`src/shared/i2sp_pkg.sv`:
```
package i2sp_pkg;
    // ==========================================================
    // Frame layout
    localparam int WORD_BITS = 16;
    localparam logic [4:0] WORD_LAST = 5'h0f;
    localparam logic [4:0] CNT_IDLE = 5'h10;
    localparam logic [4:0] SLOTS_F32 = 5'h10;
    localparam logic [4:0] SLOTS_F50 = 5'h19;
    localparam int FS_HZ = 48000;

    // ==========================================================
    // Clocking
    localparam int MCLK_KHZ = 125000;
    localparam int BCLK_F32_KHZ = 1536;
    localparam int BCLK_F50_KHZ = 2400;
    localparam int BCLK_SLAVE_MAX_KHZ = 3072;
    // Least phase is 0.35 of the bit period, in hundredths
    localparam int PHASE_MIN_PCT = 35;
    localparam int PHASE_MIN_CYC = (PHASE_MIN_PCT * MCLK_KHZ + 100 * BCLK_F50_KHZ - 1) / (100 * BCLK_F50_KHZ);

    // ==========================================================
    // Divider defaults: ticks at twice the bit rate from mclk
    localparam logic [15:0] DIV_N_F32 = 16'h0180;
    localparam logic [15:0] DIV_M_F32 = 16'h3d09;
    localparam logic [15:0] DIV_N_F50 = 16'h0018;
    localparam logic [15:0] DIV_M_F50 = 16'h0271;
    localparam logic [15:0] DIV_RST = 16'h0000;
endpackage

```
`src/shared/i2sp_div_if.sv`:
```
`timescale 1ns/1ps
`default_nettype none
interface i2sp_div_if;
    logic [15:0] div_n;
    logic [15:0] div_m;
    logic run;
    logic tick;
    modport gen (input div_n, input div_m, input run, output tick);
    modport user (output div_n, output div_m, output run, input tick);
endinterface
`default_nettype wire

```
`src/design/i2sp_nm_div.sv`:
```
`timescale 1ns/1ps
`default_nettype none
module i2sp_nm_div
    import i2sp_pkg::*;
(
    input wire logic mclk,
    input wire logic rst_n,
    i2sp_div_if.gen dv
);
    // ==========================================================
    // Fractional accumulator
    logic [15:0] acc;
    logic tick;
    logic [15:0] next_acc;
    logic next_tick;
    logic [16:0] sum;

    // Add N each cycle, wrap at M; a wrap is one half-period tick
    always_comb begin
        sum = {1'b0, acc} + {1'b0, dv.div_n};
        next_acc = acc;
        next_tick = 1'b0;
        if (!dv.run || dv.div_m == DIV_RST) begin
            next_acc = DIV_RST;
        end else if (sum >= {1'b0, dv.div_m}) begin
            next_acc = 16'(sum - {1'b0, dv.div_m});
            next_tick = 1'b1;
        end else begin
            next_acc = sum[15:0];
        end
    end

    always_ff @(posedge mclk or negedge rst_n) begin
        if (!rst_n) begin
            acc <= DIV_RST;
            tick <= 1'b0;
        end else begin
            acc <= next_acc;
            tick <= next_tick;
        end
    end

    assign dv.tick = tick;
endmodule
`default_nettype wire

```
`src/design/i2sp_port.sv`:
```
`timescale 1ns/1ps
`default_nettype none
module i2sp_port
    import i2sp_pkg::*;
(
    input wire logic mclk,
    input wire logic nrst,
    input wire logic cfg_master,
    input wire logic cfg_frame50,
    input wire logic cfg_src_bt,
    input wire logic [15:0] fm_div_n,
    input wire logic [15:0] fm_div_m,
    input wire logic [15:0] bt_div_n,
    input wire logic [15:0] bt_div_m,
    input wire logic sck_i,
    output logic sck_o,
    output logic sck_oe_n,
    input wire logic ws_i,
    output logic ws_o,
    output logic ws_oe_n,
    output logic sdo,
    input wire logic sdi,
    input wire logic [15:0] tx_left,
    input wire logic [15:0] tx_right,
    output logic tx_take,
    output logic [15:0] rx_left,
    output logic [15:0] rx_right,
    output logic rx_valid
);
    // ==========================================================
    // Reset release and pin synchronisers
    logic rst_s1, rst_n;
    logic sck_s1, sck_s2, sck_s3, ws_s1, ws_s2, sdi_s1, sdi_s2;

    always_ff @(posedge mclk or negedge nrst) begin
        if (!nrst) begin
            rst_s1 <= 1'b0;
            rst_n <= 1'b0;
        end else begin
            rst_s1 <= 1'b1;
            rst_n <= rst_s1;
        end
    end

    // Only the second stage is read; the third serves edge detection
    always_ff @(posedge mclk or negedge rst_n) begin
        if (!rst_n) begin
            {sck_s1, sck_s2, sck_s3} <= 3'h0;
            {ws_s1, ws_s2, sdi_s1, sdi_s2} <= 4'h0;
        end else begin
            {sck_s1, sck_s2, sck_s3} <= {sck_i, sck_s1, sck_s2};
            {ws_s1, ws_s2, sdi_s1, sdi_s2} <= {ws_i, ws_s1, sdi, sdi_s1};
        end
    end

    // ==========================================================
    // Divider selection: FM or BT reference settings
    i2sp_div_if dv ();
    assign dv.div_n = cfg_src_bt ? bt_div_n : fm_div_n;
    assign dv.div_m = cfg_src_bt ? bt_div_m : fm_div_m;
    assign dv.run = cfg_master;

    i2sp_nm_div u_div (
        .mclk(mclk),
        .rst_n(rst_n),
        .dv(dv)
    );

    // ==========================================================
    // Edge events, from own clock in master or pin in slave
    logic sck_out, ws_out;
    logic rise_ev, fall_ev, ws_line;
    assign rise_ev = cfg_master ? (dv.tick && !sck_out) : (sck_s2 && !sck_s3);
    assign fall_ev = cfg_master ? (dv.tick && sck_out) : (!sck_s2 && sck_s3);
    assign ws_line = cfg_master ? ws_out : ws_s2;

    // Mode comes from the cfg_master input; pin directions follow it
    assign sck_oe_n = !cfg_master;
    assign ws_oe_n = !cfg_master;
    assign sck_o = sck_out;
    assign ws_o = ws_out;

    // ==========================================================
    // Frame state
    logic [4:0] slot, tx_cnt, rx_cnt;
    logic ws_r, ws_last, sdo_r, rx_ch, rx_valid_r, tx_take_r;
    logic [15:0] tx_sh, hold_l, hold_r, rx_sh, rx_l, rx_r;
    logic [7:0] hi_cnt;
    logic [4:0] next_slot, next_tx_cnt, next_rx_cnt;
    logic next_sck, next_ws_out, next_ws_r, next_ws_last, next_sdo, next_rx_ch, next_rx_valid, next_tx_take;
    logic [15:0] next_tx_sh, next_hold_l, next_hold_r, next_rx_sh, next_rx_l, next_rx_r;
    logic [7:0] next_hi_cnt;
    logic [4:0] half_last;
    logic [15:0] rx_word, load_word;
    logic tx_chg, rx_chg;

    assign half_last = (cfg_frame50 ? SLOTS_F50 : SLOTS_F32) - 5'h01;
    assign tx_chg = ws_r != ws_last;
    assign rx_chg = ws_line != ws_r;
    assign rx_word = {rx_sh[14:0], sdi_s2};
    assign load_word = ws_r ? hold_r : tx_left;

    // Next values for clock generation, transmit and receive
    always_comb begin
        next_sck = sck_out;
        next_ws_out = ws_out;
        next_slot = slot;
        next_ws_r = ws_r;
        next_ws_last = ws_last;
        next_sdo = sdo_r;
        next_tx_sh = tx_sh;
        next_tx_cnt = tx_cnt;
        next_hold_l = hold_l;
        next_hold_r = hold_r;
        next_tx_take = 1'b0;
        next_rx_sh = rx_sh;
        next_rx_cnt = rx_cnt;
        next_rx_ch = rx_ch;
        next_rx_l = rx_l;
        next_rx_r = rx_r;
        next_rx_valid = 1'b0;
        next_hi_cnt = sck_out ? ((hi_cnt == 8'hff) ? hi_cnt : hi_cnt + 8'h01) : 8'h00;
        // Master clock: each tick flips the line, keeping phases near equal
        if (cfg_master && dv.tick) begin
            next_sck = !sck_out;
        end
        if (!cfg_master) begin
            next_sck = 1'b0;
            next_slot = 5'h00;
        end
        // Master select flips on the falling edge closing each half
        if (cfg_master && fall_ev) begin
            if (slot >= half_last) begin
                next_slot = 5'h00;
                next_ws_out = !ws_out;
            end else begin
                next_slot = slot + 5'h01;
            end
        end
        // Transmit on falling edges, MSB one bit after the select change
        if (fall_ev) begin
            if (tx_chg) begin
                next_ws_last = ws_r;
                next_sdo = load_word[WORD_BITS-1];
                next_tx_sh = {load_word[14:0], 1'b0};
                next_tx_cnt = 5'h01;
                if (!ws_r) begin
                    // Latch the pair so the right word matches its left
                    next_hold_l = tx_left;
                    next_hold_r = tx_right;
                    next_tx_take = 1'b1;
                end
            end else if (tx_cnt < CNT_IDLE) begin
                next_sdo = tx_sh[WORD_BITS-1];
                next_tx_sh = {tx_sh[14:0], 1'b0};
                next_tx_cnt = tx_cnt + 5'h01;
            end else begin
                next_sdo = 1'b0;
            end
        end
        // Receive on rising edges with the same framing
        if (rise_ev) begin
            next_ws_r = ws_line;
            if (rx_cnt < CNT_IDLE) begin
                next_rx_sh = rx_word;
                next_rx_cnt = rx_cnt + 5'h01;
                if (rx_cnt == WORD_LAST) begin
                    if (rx_ch) begin
                        next_rx_r = rx_word;
                        next_rx_valid = 1'b1;
                    end else begin
                        next_rx_l = rx_word;
                    end
                end
            end
            if (rx_chg) begin
                next_rx_cnt = 5'h00;
                next_rx_ch = ws_line;
            end
        end
    end

    always_ff @(posedge mclk or negedge rst_n) begin
        if (!rst_n) begin
            sck_out <= 1'b0;
            ws_out <= 1'b0;
            slot <= 5'h00;
            ws_r <= 1'b0;
            ws_last <= 1'b0;
            sdo_r <= 1'b0;
            tx_sh <= 16'h0000;
            tx_cnt <= CNT_IDLE;
            hold_l <= 16'h0000;
            hold_r <= 16'h0000;
            tx_take_r <= 1'b0;
            rx_sh <= 16'h0000;
            rx_cnt <= CNT_IDLE;
            rx_ch <= 1'b0;
            rx_l <= 16'h0000;
            rx_r <= 16'h0000;
            rx_valid_r <= 1'b0;
            hi_cnt <= 8'h00;
        end else begin
            sck_out <= next_sck;
            ws_out <= next_ws_out;
            slot <= next_slot;
            ws_r <= next_ws_r;
            ws_last <= next_ws_last;
            sdo_r <= next_sdo;
            tx_sh <= next_tx_sh;
            tx_cnt <= next_tx_cnt;
            hold_l <= next_hold_l;
            hold_r <= next_hold_r;
            tx_take_r <= next_tx_take;
            rx_sh <= next_rx_sh;
            rx_cnt <= next_rx_cnt;
            rx_ch <= next_rx_ch;
            rx_l <= next_rx_l;
            rx_r <= next_rx_r;
            rx_valid_r <= next_rx_valid;
            hi_cnt <= next_hi_cnt;
        end
    end

    assign sdo = sdo_r;
    assign tx_take = tx_take_r;
    assign rx_left = rx_l;
    assign rx_right = rx_r;
    assign rx_valid = rx_valid_r;

    // ==========================================================
    // Checks
    localparam int HI_MIN = PHASE_MIN_CYC - 1;
endmodule
`default_nettype wire

```
`config.mk`:
```
export PLATFORM = sky130hd
export DESIGN_NAME = i2sp_port
export DESIGN_NICKNAME = d
export VERILOG_FILES = /design/src/shared/i2sp_pkg.sv /design/src/shared/i2sp_div_if.sv /design/src/design/i2sp_nm_div.sv /design/src/design/i2sp_port.sv
export SDC_FILE = /design/constraint.sdc
export NUM_CORES = 1
export LEC_CHECK = 0
export BUFFER_PORTS_ARGS = -buffer_cell sky130_fd_sc_hd__buf_4
export CAP_MARGIN = 20
export CORE_ASPECT_RATIO = 0.9
export CORE_MARGIN = 2
export CORE_UTILIZATION = 40
export DETAILED_ROUTE_END_ITERATION = 7
export SLEW_MARGIN = 10
export SYNTH_ARGS = -nofsm -noshare
export SYNTH_HDL_FRONTEND = slang
export SYNTH_SLANG_ARGS = --single-unit
export TNS_END_PERCENT = 1
```
`constraint.sdc`:
```
create_clock -name mclk -period 4.9 [get_ports mclk]
set_input_delay 0.245 -clock mclk [delete_from_list [all_inputs] [get_ports mclk]]
set_output_delay 0.245 -clock mclk [all_outputs]
set_load 0.03 [all_outputs]
```
### After elaboration in Yosys (flattened, before gate mapping)

Index checks and enable logic that the tools add are counted.

* flip-flop bits (word level): 128
* input port bits: 104
* output and inout port bits: 39

* add/subtract/negate cells: 6
* magnitude comparators: 4
* equal/unequal tests: 5
* muxes and demuxes: 31
* bitwise operators: 2
* reduce and logical (&&, ||, !) cells: 24

Operators with widths (count)
* 16-bit two-way mux: 7
* 5-bit two-way mux: 7
* 16-bit by 16-bit adder with 17-bit output: 1
* 17-bit by 16-bit >= comparator with 1-bit output: 1
* 16-bit zero test: 1
* 1-bit two-way mux: 16
* 16-bit subtractor: 1
* 5-bit by 1-bit adder with 5-bit output, second input constant: 3
* 2-bit AND reduction: 6
* 5-bit < comparator, second input constant: 2
* 4-bit AND reduction: 2
* 1-bit logical AND: 6
* 5-bit by 4-bit == test with 1-bit output, second input constant: 1
* 5-bit >= comparator: 1
* 1-bit zero test: 5
* 5-bit by 1-bit subtractor with 5-bit output, second input constant: 1
* 4-bit two-way mux: 1
* 2-bit by 1-bit != test with 1-bit output, second input constant: 2
* 2-bit nonzero test: 2
* 3-bit AND reduction: 1
* 1-bit != test: 2
* 1-bit inverter: 2
* 1-bit logical OR: 1

### Longest topological paths before layout

Gate-level depths: netlist of run 1.

* word-level depth: 5
* depth in mapped cells: 20
* mapped depth without buffers: 16

### Hierarchy

A second synthesis of run 1 with hierarchy kept.

* cell total of the unflattened synthesis: 707
* area total of the unflattened synthesis: 7661.1 um^2

By module, submodules not included
* i2sp_port: instances 1, cells an instance 410, area each 5263.8 um^2, seq. area each 2755.1 um^2
* i2sp_nm_div: instances 1, cells an instance 297, area each 2397.3 um^2, seq. area each 425.4 um^2

### Least setup slack after synthesis of run 1

OpenSTA, ideal clock, no wires.

* kind: in2reg
* from: input cfg_src_bt
* to: register u_div.acc[14]
* setup time: 0.137 ns
* data arrival time: 4.245 ns
* required time: 4.763 ns
* slack: 0.519 ns
* cell stages on the path: 20
* path buffers: 4
* path through: buf_6 > buf_6 > clkbuf_1 > mux2_2 > ha_1 > fa_1 > a211oi_1 > o21a_1 > o21a_2 > nand4b_1 > nand3_1 > ha_1 > a21oi_1 > o21ai_0 > a211oi_1 > nor2_1 > a21o_1 > buf_2 > o211ai_1 > o311ai_1

* word-level cells in the longest chain between the ends: 5
* elaborated cells on any way between the ends: 9
* those cells by class: add/sub: 2; order compare: 1; mux: 4; reduce/logical: 2

Ends and longest elaborated chain
* start: declaration: RTL line i2sp_port.sv:10 `input wire logic cfg_src_bt,`
* 16-bit two-way mux: RTL line i2sp_port.sv:59 `assign dv.div_n = cfg_src_bt ? bt_div_n : fm_div_n;`
* 16-bit by 16-bit adder with 17-bit output: RTL line i2sp_nm_div.sv:20 `sum = {1'b0, acc} + {1'b0, dv.div_n};`
* 16-bit subtractor / 17-bit by 16-bit >= comparator with 1-bit output (equally long branches): RTL line i2sp_nm_div.sv:26, i2sp_nm_div.sv:25
* 16-bit two-way mux: RTL line i2sp_nm_div.sv:25 `end else if (sum >= {1'b0, dv.div_m}) begin`
* 16-bit two-way mux (*): RTL line i2sp_nm_div.sv:23 `if (!dv.run || dv.div_m == DIV_RST) begin`
* net u_div.next_acc[14]: RTL line i2sp_nm_div.sv:14 `logic [15:0] next_acc;`
* end signal: assignment: RTL line i2sp_nm_div.sv:38 `acc <= next_acc;`
* end: declaration: RTL line i2sp_nm_div.sv:12 `logic [15:0] acc;`

Mark *: on every way through the listed nets, which the timed path passes. The rest lies on a longest branch.
A chain may end at the register's enable or synchronous reset.

### Final worst setup path of run 1

* from: register u_div.acc[0]
* to: register u_div.acc[13]

* word-level cells in the longest chain between the ends: 4
* elaborated cells on any way between the ends: 5
* those cells by class: add/sub: 2; order compare: 1; mux: 2

Ends and longest elaborated chain (RTL line)
* 16-bit by 16-bit adder with 17-bit output (*): i2sp_nm_div.sv:20
* 16-bit subtractor / 17-bit by 16-bit >= comparator with 1-bit output (equally long branches): i2sp_nm_div.sv:26, i2sp_nm_div.sv:25
* 16-bit two-way mux (*): i2sp_nm_div.sv:25
* 16-bit two-way mux (*): i2sp_nm_div.sv:23
* net u_div.next_acc[13]: i2sp_nm_div.sv:14

Marked as above.

==> flow_metrics.py, run 1 <==
metrics = {
    "grt": {
        "grt_pass1_wl_um": 29400,
        "grt_pass1_vias": 5840,
        "grt.overflow.total": 0,
        "grt_max_degree": 76,
        "antenna_found_initial": 0,
        "grtUsageTotal": 0.188,
    },
    "yosys": {
        "avgSynthCellArea_um2": 10.7,
        "synth-warning-count": 0,
        "yosys-top-cells-area": "dfrtp_1 (43%), mux2_2 (13%), ha_1 (7.3%)",
        "synthArstFlopShare": 1.00,
        "synth-seq-area-share": 0.440,
        "synth_most_common_cell": "dfrtp_1",
        "yosys-top-cells-count": "dfrtp_1 (125), mux2_2 (84), a21oi_1 (50)",
        "synthCells": 676,
        "yosys_register_bits": 127,
        "synth_nets": 824,
        "synth_ff_type": "dfrtp_1",
        "yosys.area.top_type": "dfrtp_1",
        "syn_area_um2": 7230,
        "synth_edf_count": 0,
        "synth_cell_type_count": 60,
        "synth.top_cell.area_share": 0.432,
    },
    "layout": {
        "drive_above_1_share": 0.330,
        "fin_area_um2": 9210,
        "syn_to_final_growth_pct": 27.2,
        "fin_util": 0.521,
        "nFillCells": 1571,
        "fin_nets": 971,
        "antenna_cells": 0,
    },
    "route": {
        "drt_iter0_drc": 325,
        "viasPerCell": 5.31,
        "first_pass_iters": 4,
        "wl_per_cell_um": 16.2,
        "wirelength_um": 17500,
        "ant_nets": 0,
        "drc": 0,
        "via_count": 5717,
    },
    "pwr": {
        "leakage_nw": 4.48,
        "ir_worst_vdd_v": 0.000289,
        "power.density_nw_per_um2": 585,
    },
    "sta": {
        "setup-tns-final_ps": 0,
        "slew_headroom": 0.319,
        "fin_skew_ps": 6.87,
        "rsz0062_at_grt": "no",
        "post-route-period-util": 0.849,
        "hold_viol_final": 0,
        "drv_slew": 0,
        "period_minus_slack_ps": 4160,
        "setup_viol": 0,
        "fmax_ghz": 0.240,
        "tightest_slew_ps": 1020,
    },
    "setup_path": {
        "crit_path_cell_trace": "ha_1 -> fa_1 -> a211oi_1 -> o21a_1 -> o21a_2 -> nand4b_1 -> nand3_1 -> ha_1 -> nand2_1 -> nor2_1 -> nand4_1 -> o31ai_1 -> a21oi_2 -> a2111oi_0 -> a41o_1",
        "worst_path_largest_cell_delay_ps": 600,
        "worstPathRequired_ps": 5250,
        "path_common_cell": "ha_1",
        "rrSetupSlack_ps": 740,
        "cp_num_buf_inv": 0,
        "cpLargestDelayFamily": "compound AO/OA/AOI/OAI gates",
        "worstPathMaxFanout": 8,
        "cp-start-kind": "flip-flop",
        "cp-end-kind": "flip-flop",
        "worst_path_max_delay_cell": "a2111oi_0",
        "crit_type": "reg2reg",
        "arrival_ps": 4500,
    },
    "clocking": {
        "post_cts_resized": 0,
        "htreeDepth": 4,
        "tritoncts": "built",
        "clk_latency_ps": 410,
        "clk_pin_slew_ps": 60,
        "clk_path_buf_depth": 2,
        "root_buffer": "clkbuf_16",
        "cts_buffers": 17,
        "cts.sinks": 127,
    },
    "outcome": {
        "status": "complete, no violations",
    },
    "flow_run": {
        "maxCapViolCount": 0,
    },
    "die": {
        "dieWidth_um": 146,
        "row_count": 46,
        "die_area_um2": 19200,
        "io-pin-count": 143,
        "start_util": 0.409,
        "core_um2": 17700,
        "die_y_um": 132,
    },
    "placed_design": {
        "place_congestion": 0.880,
        "port_buffers": 142,
        "hpwlAfterDp_um": 12900,
        "postPlaceCellArea_um2": 8530,
    },
    "worst_hold_path": {
        "holdCritPathClass": "in2reg",
    },
}
cell usage in the layout (no fill, tap or decap), types with 5 or more instances in the layout:
cell / count
buf_4: 148
dfrtp_1: 124
mux2_2: 84
a21oi_1: 50
nor2_1: 44
o21ai_0: 43
ha_1: 42
nand2_1: 38
mux2i_1: 30
nand3_1: 20
clkbuf_16: 17
xnor2_1: 16
inv_1: 15
a21o_1: 13
xor2_1: 11
nor3_1: 10
a31oi_1: 8
o21ai_1: 8
a211oi_1: 7
nand4_1: 7
o21a_1: 6
and3_1: 5
nand2b_1: 5
per-layer routing:
metal / wire length (um) / GRT usage
met1: 7810 / 0.245
met2: 8510 / 0.310
met3: 803 / 0.0444
met4: 332 / 0.0615
met5: 0 / 0
sequential cells by signal (all words and copies together) (netlist names), 5 cells and up:
name       cells
tx_sh         15
slot           5
rx_sh         15
rx_cnt         5
rx_right      16
u_div.acc     16
rx_left       16
hold_r        16
tx_cnt         5
kinds of logic (layout without fill, tap and decap cells):
| group | count (synthesis) | after routing | synth area share |
|---|---|---|---|
| multiplexers | 115 | 115 | 0.174 |
| AO/OA/AOI/OAI | 172 | 172 | 0.151 |
| AND/OR/NAND/NOR | 147 | 147 | 0.0960 |
| XOR/XNOR | 27 | 27 | 0.0327 |
| flip-flops | 127 | 127 | 0.440 |
| buffers and inverters | 43 | 203 | 0.0275 |
| adder cells (fa/ha/maj) | 44 | 44 | 0.0782 |
| other | 1 | 1 | 0.000518 |
metrics by stage:
step | setup slack [ps] | hold slack [ps] | instances | power [W]
3_5_place_dp | 443 | 30.3 | 1038 | 0.00406
4_1_cts | 750 | 47.2 | 1074 | 0.00534
5_1_grt | 315 | 46.8 | 1076 | 0.00580
2_1_floorplan | 519 | -50.6 | 676 | 0.00347
6_report | 742 | 66.0 | 1076 | 0.00538
3_3_place_gp | 357 | 27.1 | 1038 | 0.00401
worst register-to-register path: stages, from the launching register on:
cell       delay [ps]
dfrtp_1           370
ha_1              240
fa_1              440
a211oi_1          330
o21a_1            230
o21a_2            230
nand4b_1          130
nand3_1           110
ha_1              370
nand2_1            80
nor2_1            170
nand4_1           130
o31ai_1           350
a21oi_2           150
a2111oi_0         600
a41o_1            160
path summary, 6_finish.rpt:
path                                              from                 endpoint  depth (start not counted)
worst max-delay path            u_div.acc[0]$_DFF_PN0_  u_div.acc[13]$_DFF_PN0_                         15
worst min-delay path                       tx_right[6]    hold_r[6]$_DFFE_PN0P_                          2
worst max register to register  u_div.acc[0]$_DFF_PN0_  u_div.acc[13]$_DFF_PN0_                         15
worst min register to register         rst_n$_DFF_PN0_         ws_o$_DFFE_PN0P_                          0
max in group asynchronous              rst_n$_DFF_PN0_    tx_sh[13]$_DFFE_PN0P_                          2
min in group asynchronous                         nrst          rst_n$_DFF_PN0_                          2
area by class of cell:
cell class	count	area [um^2]	area share
timing repair buffer	155	1220	0.132
clock buffer	24	482	0.0523
multi-input combinational	506	3850	0.419
inverter	16	60.1	0.00652
clock inverter	8	105	0.0114
tap	240	300	0.0326
sequential	127	3180	0.346
power breakdown:
part	switching [W]	leakage, nW	total (W)	internal (W)
combinational	0.00147	2.54	0.00261	0.00115
clock	0.000453	0.277	0.00124	0.000791
sequential	0.000203	1.66	0.00152	0.00132
repair_timing:
item / CTS / global route
setup buffers: 0 / 0
hold endpoints to repair: 5 / 0
hold buffers: 4 / 0
(Power assumes the default switching activity.)
==> inputs of run 2 (changes only) <==
--- a/config.mk
+++ b/config.mk
@@ -5,6 +5,7 @@
 export SDC_FILE = /design/constraint.sdc
 export NUM_CORES = 1
 export LEC_CHECK = 0
+export ABC_AREA = 1
 export BUFFER_PORTS_ARGS = -buffer_cell sky130_fd_sc_hd__buf_4
 export CAP_MARGIN = 20
 export CORE_ASPECT_RATIO = 0.9
==> constraint.sdc (replaced) <==
create_clock -name mclk -period 4 [get_ports mclk]
set_input_delay 0.2 -clock mclk [delete_from_list [all_inputs] [get_ports mclk]]
set_output_delay 0.2 -clock mclk [all_outputs]
set_load 0.03 [all_outputs]
==> run 2 against run 1 <==
Non-clock buffer count rose by 14. Clock-buffer cell count fell by 7. Global-route usage rose by 0.69 points. Clock skew rose by 5.3 ps. Largest cell class unchanged. Die area rose by 5.8%. Sequential share of layout area fell by 1.8 points. Area after synthesis rose by 6.0%. Power rose by 18%. Setup slack got worse by 210 ps. Clock power rose by 19%.
==> flow_metrics.py, run 2 <==
metrics = {
    "outcome": {
        "status": "complete, no violations",
    },
    "setup_path": {
        "rr_endpoint": "u_div.acc[7]$_DFF_PN0_",
        "r2r_cells": 20,
        "arrival_ps": 3810,
        "worstPathMaxFanout": 13,
        "cp-end-kind": "flip-flop",
        "rrSetupSlack_ps": 540,
        "crit_type": "reg2reg",
        "worstPathRequired_ps": 4350,
        "r2r_start": "u_div.acc[0]$_DFF_PN0_",
        "cp-start-kind": "flip-flop",
    },
    "route": {
        "ant_nets": 0,
        "drt_iter0_drc": 454,
        "via_count": 6845,
        "wl_per_cell_um": 13.1,
        "wirelength_um": 19100,
        "viasPerCell": 4.69,
        "drc": 0,
        "first_pass_iters": 5,
    },
    "die": {
        "row_count": 48,
        "dieWidth_um": 150,
        "die_y_um": 135,
        "io-pin-count": 143,
        "core_um2": 19000,
        "start_util": 0.404,
        "die_area_um2": 20300,
    },
    "sta": {
        "setup-tns-final_ps": 0,
        "fmax_ghz": 0.289,
        "tightest_slew_ps": 921,
        "holdWs_ps": 17.3,
        "post-route-period-util": 0.866,
        "drv_slew": 0,
        "period_minus_slack_ps": 3460,
        "rsz0062_at_grt": "no",
        "slew_headroom": 0.385,
        "setup_viol": 0,
        "fin_skew_ps": 12.2,
        "hold_viol_final": 0,
    },
    "grt": {
        "grt_pass1_wl_um": 31300,
        "antenna_found_initial": 1,
        "grt_max_degree": 74,
        "grt_pass1_vias": 6267,
        "grtUsageTotal": 0.195,
        "grt.overflow.total": 0,
    },
    "clocking": {
        "tritoncts": "built",
        "cts.sinks": 127,
        "clk_latency_ps": 420,
        "post_cts_resized": 0,
        "root_buffer": "clkbuf_16",
        "clk_path_buf_depth": 2,
        "htreeDepth": 4,
        "cts_buffers": 17,
        "clk_pin_slew_ps": 60,
    },
    "layout": {
        "nFillCells": 1900,
        "final_common_cell": "nand2_1",
        "layout_common_cells": "nand2_1 (379), buf_4 (147), dfrtp_1 (124), inv_1 (122), o21ai_0 (84)",
        "antenna_cells": 0,
        "fin_nets": 1345,
        "syn_to_final_growth_pct": 26.7,
        "drive_above_1_share": 0.176,
        "instances_no_fill": 1460,
    },
    "placed_design": {
        "hpwlAfterDp_um": 14400,
        "place_congestion": 0.893,
        "port_buffers": 142,
        "dp_cells": 1407,
    },
    "yosys": {
        "yosys_register_bits": 127,
        "synth.top_cell.area_share": 0.408,
        "yosys-top-cells-area": "dfrtp_1 (41%), nand2_1 (19%), ha_1 (6.9%)",
        "synthArstFlopShare": 1.00,
        "yosys.area.top_type": "dfrtp_1",
        "synthCells": 1042,
        "syn_area_um2": 7670,
        "synth_cell_type_count": 41,
        "synth-seq-area-share": 0.415,
        "yosys-top-cells-count": "nand2_1 (379), dfrtp_1 (125), inv_1 (122)",
        "synth_most_common_cell": "nand2_1",
        "avgSynthCellArea_um2": 7.36,
        "synth_nets": 1190,
        "synth_ff_type": "dfrtp_1",
        "synth-warning-count": 0,
        "synth_edf_count": 0,
    },
    "worst_hold_path": {
        "hold_end": "hold_r[9]$_DFFE_PN0P_",
        "hold_start": "tx_right[9]",
        "min_path_cells": 3,
        "holdCritPathClass": "in2reg",
    },
    "pwr": {
        "power.density_nw_per_um2": 654,
        "leakage_nw": 5.26,
        "ir_worst_vdd_v": 0.000372,
    },
    "flow_run": {
        "maxCapViolCount": 0,
    },
}
-- run 2: cell types whose count changed after synthesis, sizes merged, moves of 6 or more --
cell / previous run / this run
nand2: 38 / 381
inv: 16 / 127
mux2: 84 / 0
nand3: 20 / 72
o21ai: 51 / 94
mux2i: 31 / 1
nor2: 44 / 59
a21o: 13 / 1
xnor2: 16 / 5
a211oi: 7 / 0
a31oi: 8 / 1
nand3b: 3 / 10
nor3: 11 / 5
xor2: 11 / 17
-- run 2: logic make-up after synthesis --
family / count (synthesis) / share of synthesized area
and+or+nand+nor: 538 / 0.298
buffers and inverters: 161 / 0.0873
AOI/OAI and AO/OA: 148 / 0.0994
DFF: 127 / 0.415
adders and majority gates: 44 / 0.0738
xor gates and xnor gates: 22 / 0.0251
other: 1 / 0.000489
muxes: 1 / 0.00131
-- run 2: per-layer routing --
| metal | share of wire | global-route usage | vias up |
|---|---|---|---|
| met5 | 0.00052 | 0 | - |
| met2 | 0.39 | 0.262 | 151 |
| met1 | 0.55 | 0.316 | 3061 |
| li1 | - | - | 3623 |
| met3 | 0.056 | 0.0465 | 8 |
| met4 | 0.0052 | 0.0377 | 2 |
-- run 2: metrics by stage --
| stage | utilization | instance area, um^2 | total power, W | worst slack, ps |
|---|---|---|---|---|
| after CTS | 0.510 | 9680 | 0.00638 | 505 |
| after global placement | 0.470 | 8920 | 0.00487 | 278 |
| after detailed placement | 0.470 | 8920 | 0.00487 | 229 |
| after floorplan | - | 7670 | 0.00408 | 203 |
| after global routing | 0.512 | 9710 | 0.00694 | 214 |
| final | 0.512 | 9710 | 0.00635 | 535 |
-- run 2: final cells by class --
cell class / count / area [um^2] / share of cell area
Tap cell: 250 / 313 / 0.0322
Inverter: 128 / 483 / 0.0497
Sequential cell: 127 / 3180 / 0.328
Timing Repair Buffer: 169 / 1340 / 0.138
Clock buffer: 17 / 425 / 0.0438
Multi-Input combinational cell: 754 / 3820 / 0.393
Clock inverter: 15 / 145 / 0.0149
-- run 2: worst max-delay path by stage --
stage | endpoint | from
global placement | u_div.acc[6]$_DFF_PN0_ | cfg_src_bt
global route | u_div.acc[6]$_DFF_PN0_ | u_div.acc[0]$_DFF_PN0_
finish | u_div.acc[7]$_DFF_PN0_ | u_div.acc[0]$_DFF_PN0_
detailed placement | u_div.acc[10]$_DFF_PN0_ | cfg_src_bt
floorplan | hold_r[0]$_DFFE_PN0P_ | rst_n$_DFF_PN0_
CTS | u_div.acc[7]$_DFF_PN0_ | u_div.acc[0]$_DFF_PN0_
-- run 2: power breakdown --
group	internal [W]	leakage, nW	switching [W]
Combinational	0.00109	3.35	0.00193
Sequential	0.00163	1.63	0.000222
Clock	0.000826	0.277	0.000651
Total	0.00355	5.26	0.00280
-- run 2: repair_timing --
| item | in CTS | in global routing |
|---|---|---|
| buffers inserted | 0 | 0 |
| endpoints found under the hold margin | 20 | 0 |
| endpoints found under the setup margin | 0 | 0 |
| hold buffers | 19 | 0 |
-- run 2: critical path, stage by stage (launching register included) --
cell and delay [ps]:
dfrtp_1 370, ha_1 220, fa_1 400, nand3_1 100, nand2_1 110, nand2_1 80, nand3_1 90, nand2_1 100
nand2_1 50, nand2_1 50, nand2_1 110, ha_1 400, a21oi_1 210, nand2_1 110, a21oi_1 180, nand2_1 90
nand2_2 100, inv_1 80, nor2_4 330, nand3_1 120, nand2_1 110
==> inputs of run 3 (changes only) <==
--- a/config.mk
+++ b/config.mk
@@ -8,10 +8,10 @@
 export ABC_AREA = 1
 export BUFFER_PORTS_ARGS = -buffer_cell sky130_fd_sc_hd__buf_4
 export CAP_MARGIN = 20
-export CORE_ASPECT_RATIO = 0.9
 export CORE_MARGIN = 2
-export CORE_UTILIZATION = 40
+export CORE_UTILIZATION = 57
 export DETAILED_ROUTE_END_ITERATION = 7
+export PLACE_DENSITY_LB_ADDON = 0.15
 export SLEW_MARGIN = 10
 export SYNTH_ARGS = -nofsm -noshare
 export SYNTH_HDL_FRONTEND = slang
==> run 3 against run 2 <==
Global-route usage increased by 8.4 points. Maximum frequency down 2.6%. Combinational power down 1%. Critical path depth shrank 1. Design area decreased by 0.98%. Sequential power about the same. Via count is 4.3% higher. Largest power group unchanged.
==> flow_metrics.py, run 3 (synthesis gave the netlist of run 2 again) <==
metrics = {
    "pwr": {
        "ir_worst_vdd_v": 0.000405,
        "leakage_nw": 5.25,
        "power.density_nw_per_um2": 662,
    },
    "route": {
        "via_count": 7137,
        "viasPerCell": 5.15,
        "wirelength_um": 19000,
        "first_pass_iters": 6,
        "drc": 0,
        "wl_per_cell_um": 13.7,
        "drt_iter0_drc": 621,
        "ant_nets": 0,
    },
    "clocking": {
        "clk_pin_slew_ps": 50,
        "tritoncts": "built",
        "cts.sinks": 127,
        "root_buffer": "clkbuf_16",
        "htreeDepth": 4,
        "clk_latency_ps": 420,
        "clk_path_buf_depth": 2,
        "cts_buffers": 17,
    },
    "setup_path": {
        "cp-start-kind": "flip-flop",
        "arrival_ps": 3910,
        "r2r_cells": 19,
        "setup.worst_path.start": "u_div.acc[0]$_DFF_PN0_",
        "crit_type": "reg2reg",
        "worstPathMaxFanout": 13,
        "r2r_start": "u_div.acc[0]$_DFF_PN0_",
        "worstPathRequired_ps": 4350,
        "cp-end-kind": "flip-flop",
    },
    "placed_design": {
        "hpwlAfterDp_um": 13800,
        "postPlaceCellArea_um2": 8820,
        "place_congestion": 1.02,
        "dp_cells": 1333,
        "port_buffers": 142,
    },
    "layout": {
        "layout_common_cells": "nand2_1 (379), buf_4 (148), dfrtp_1 (124), inv_1 (122), o21ai_0 (84)",
        "syn_to_final_growth_pct": 25.4,
        "fin_nets": 1345,
        "drive_above_1_share": 0.175,
        "instances_no_fill": 1385,
        "fin_area_um2": 9620,
        "final_common_cell": "nand2_1",
        "antenna_cells": 0,
        "nFillCells": 1045,
    },
    "die": {
        "io-pin-count": 143,
        "dieWidth_um": 120,
        "die_y_um": 120,
        "start_util": 0.581,
        "die_area_um2": 14400,
        "core_um2": 13200,
        "row_count": 42,
    },
    "worst_hold_path": {
        "hold_start": "tx_right[1]",
        "min_path_cells": 3,
        "holdCritPathClass": "in2reg",
    },
    "outcome": {
        "status": "complete, no violations",
    },
    "sta": {
        "fin_skew_ps": 9.04,
        "hold_viol_final": 0,
        "slew_headroom": 0.407,
        "drv_slew": 0,
        "rsz0062_at_grt": "no",
        "tightest_slew_ps": 889,
        "period_minus_slack_ps": 3560,
        "setup_viol": 0,
        "setup-tns-final_ps": 0,
        "post-route-period-util": 0.890,
        "fmax_ghz": 0.281,
    },
    "grt": {
        "grtUsageTotal": 0.280,
        "grt_pass1_vias": 6752,
        "grt_pass1_wl_um": 32000,
        "antenna_found_initial": 0,
        "grt_max_degree": 72,
        "grt.overflow.total": 0,
    },
    "flow_run": {
        "maxCapViolCount": 0,
    },
}
## run 3: metal layers
layer	GRT usage	part of all wire
met5	0	0
met4	0.0559	0.0075
met3	0.0661	0.075
met2	0.442	0.46
met1	0.396	0.46
## run 3: worst paths after layout
| path | endpoint | slack (ps) |
|---|---|---|
| min in group asynchronous | rst_n$_DFF_PN0_ | 100 |
| min | hold_r[1]$_DFFE_PN0P_ | 10 |
| min reg2reg | sck_s2$_DFF_PN0_ | 350 |
| max | u_div.acc[7]$_DFF_PN0_ | 440 |
| max in group asynchronous | rx_right[13]$_DFFE_PN0P_ | 2580 |
| max reg2reg | u_div.acc[7]$_DFF_PN0_ | 440 |
## run 3: layout make-up
| cell class | count | area (um^2) | share of cell area |
|---|---|---|---|
| Clock inverter | 14 | 155 | 0.0161 |
| Multi-Input combinational cell | 754 | 3820 | 0.397 |
| Inverter | 128 | 483 | 0.0502 |
| Sequential cell | 127 | 3180 | 0.331 |
| Tap cell | 176 | 220 | 0.0229 |
| Clock buffer | 17 | 425 | 0.0442 |
| Timing Repair Buffer | 169 | 1330 | 0.138 |
## run 3: metrics by stage
stage | util | hold slack (ps) | power (W) | setup WS (ps)
4_1_cts | 0.727 | 9.29 | 0.00635 | 501
3_5_place_dp | 0.668 | -16.4 | 0.00478 | 170
6_report | 0.729 | 10.4 | 0.00637 | 442
2_1_floorplan | - | -95.6 | 0.00408 | 203
3_3_place_gp | 0.668 | -16.3 | 0.00474 | 253
5_1_grt | 0.729 | 16.3 | 0.00691 | 158
## run 3: where the power goes
part / total (W) / switching [W] / internal (W)
combinational: 0.00298 / 0.00190 / 0.00108
sequential: 0.00186 / 0.000228 / 0.00163
clock: 0.00152 / 0.000601 / 0.000923
## run 3: timing repair
item	in CTS	in global routing
setup buffers	0	0
endpoints found under the hold margin	20	0
setup endpoints to repair	0	0
hold buffers	19	0
gates resized for setup	0	0
## run 3: critical path, cell delays in order (launching register included)
cell and delay (ps):
dfrtp_1 370, ha_1 230, fa_1 420, nand3_1 110
nand2_1 120, nand2_1 90, nand3_1 100, xor2_1 390
ha_1 350, nand2_1 80, nand2_1 100, nand2_1 80
nand2_1 60, a21oi_1 180, nand2_1 90, nand2_2 100
inv_1 80, nor2_4 320, nand3_1 140, nand2_1 100
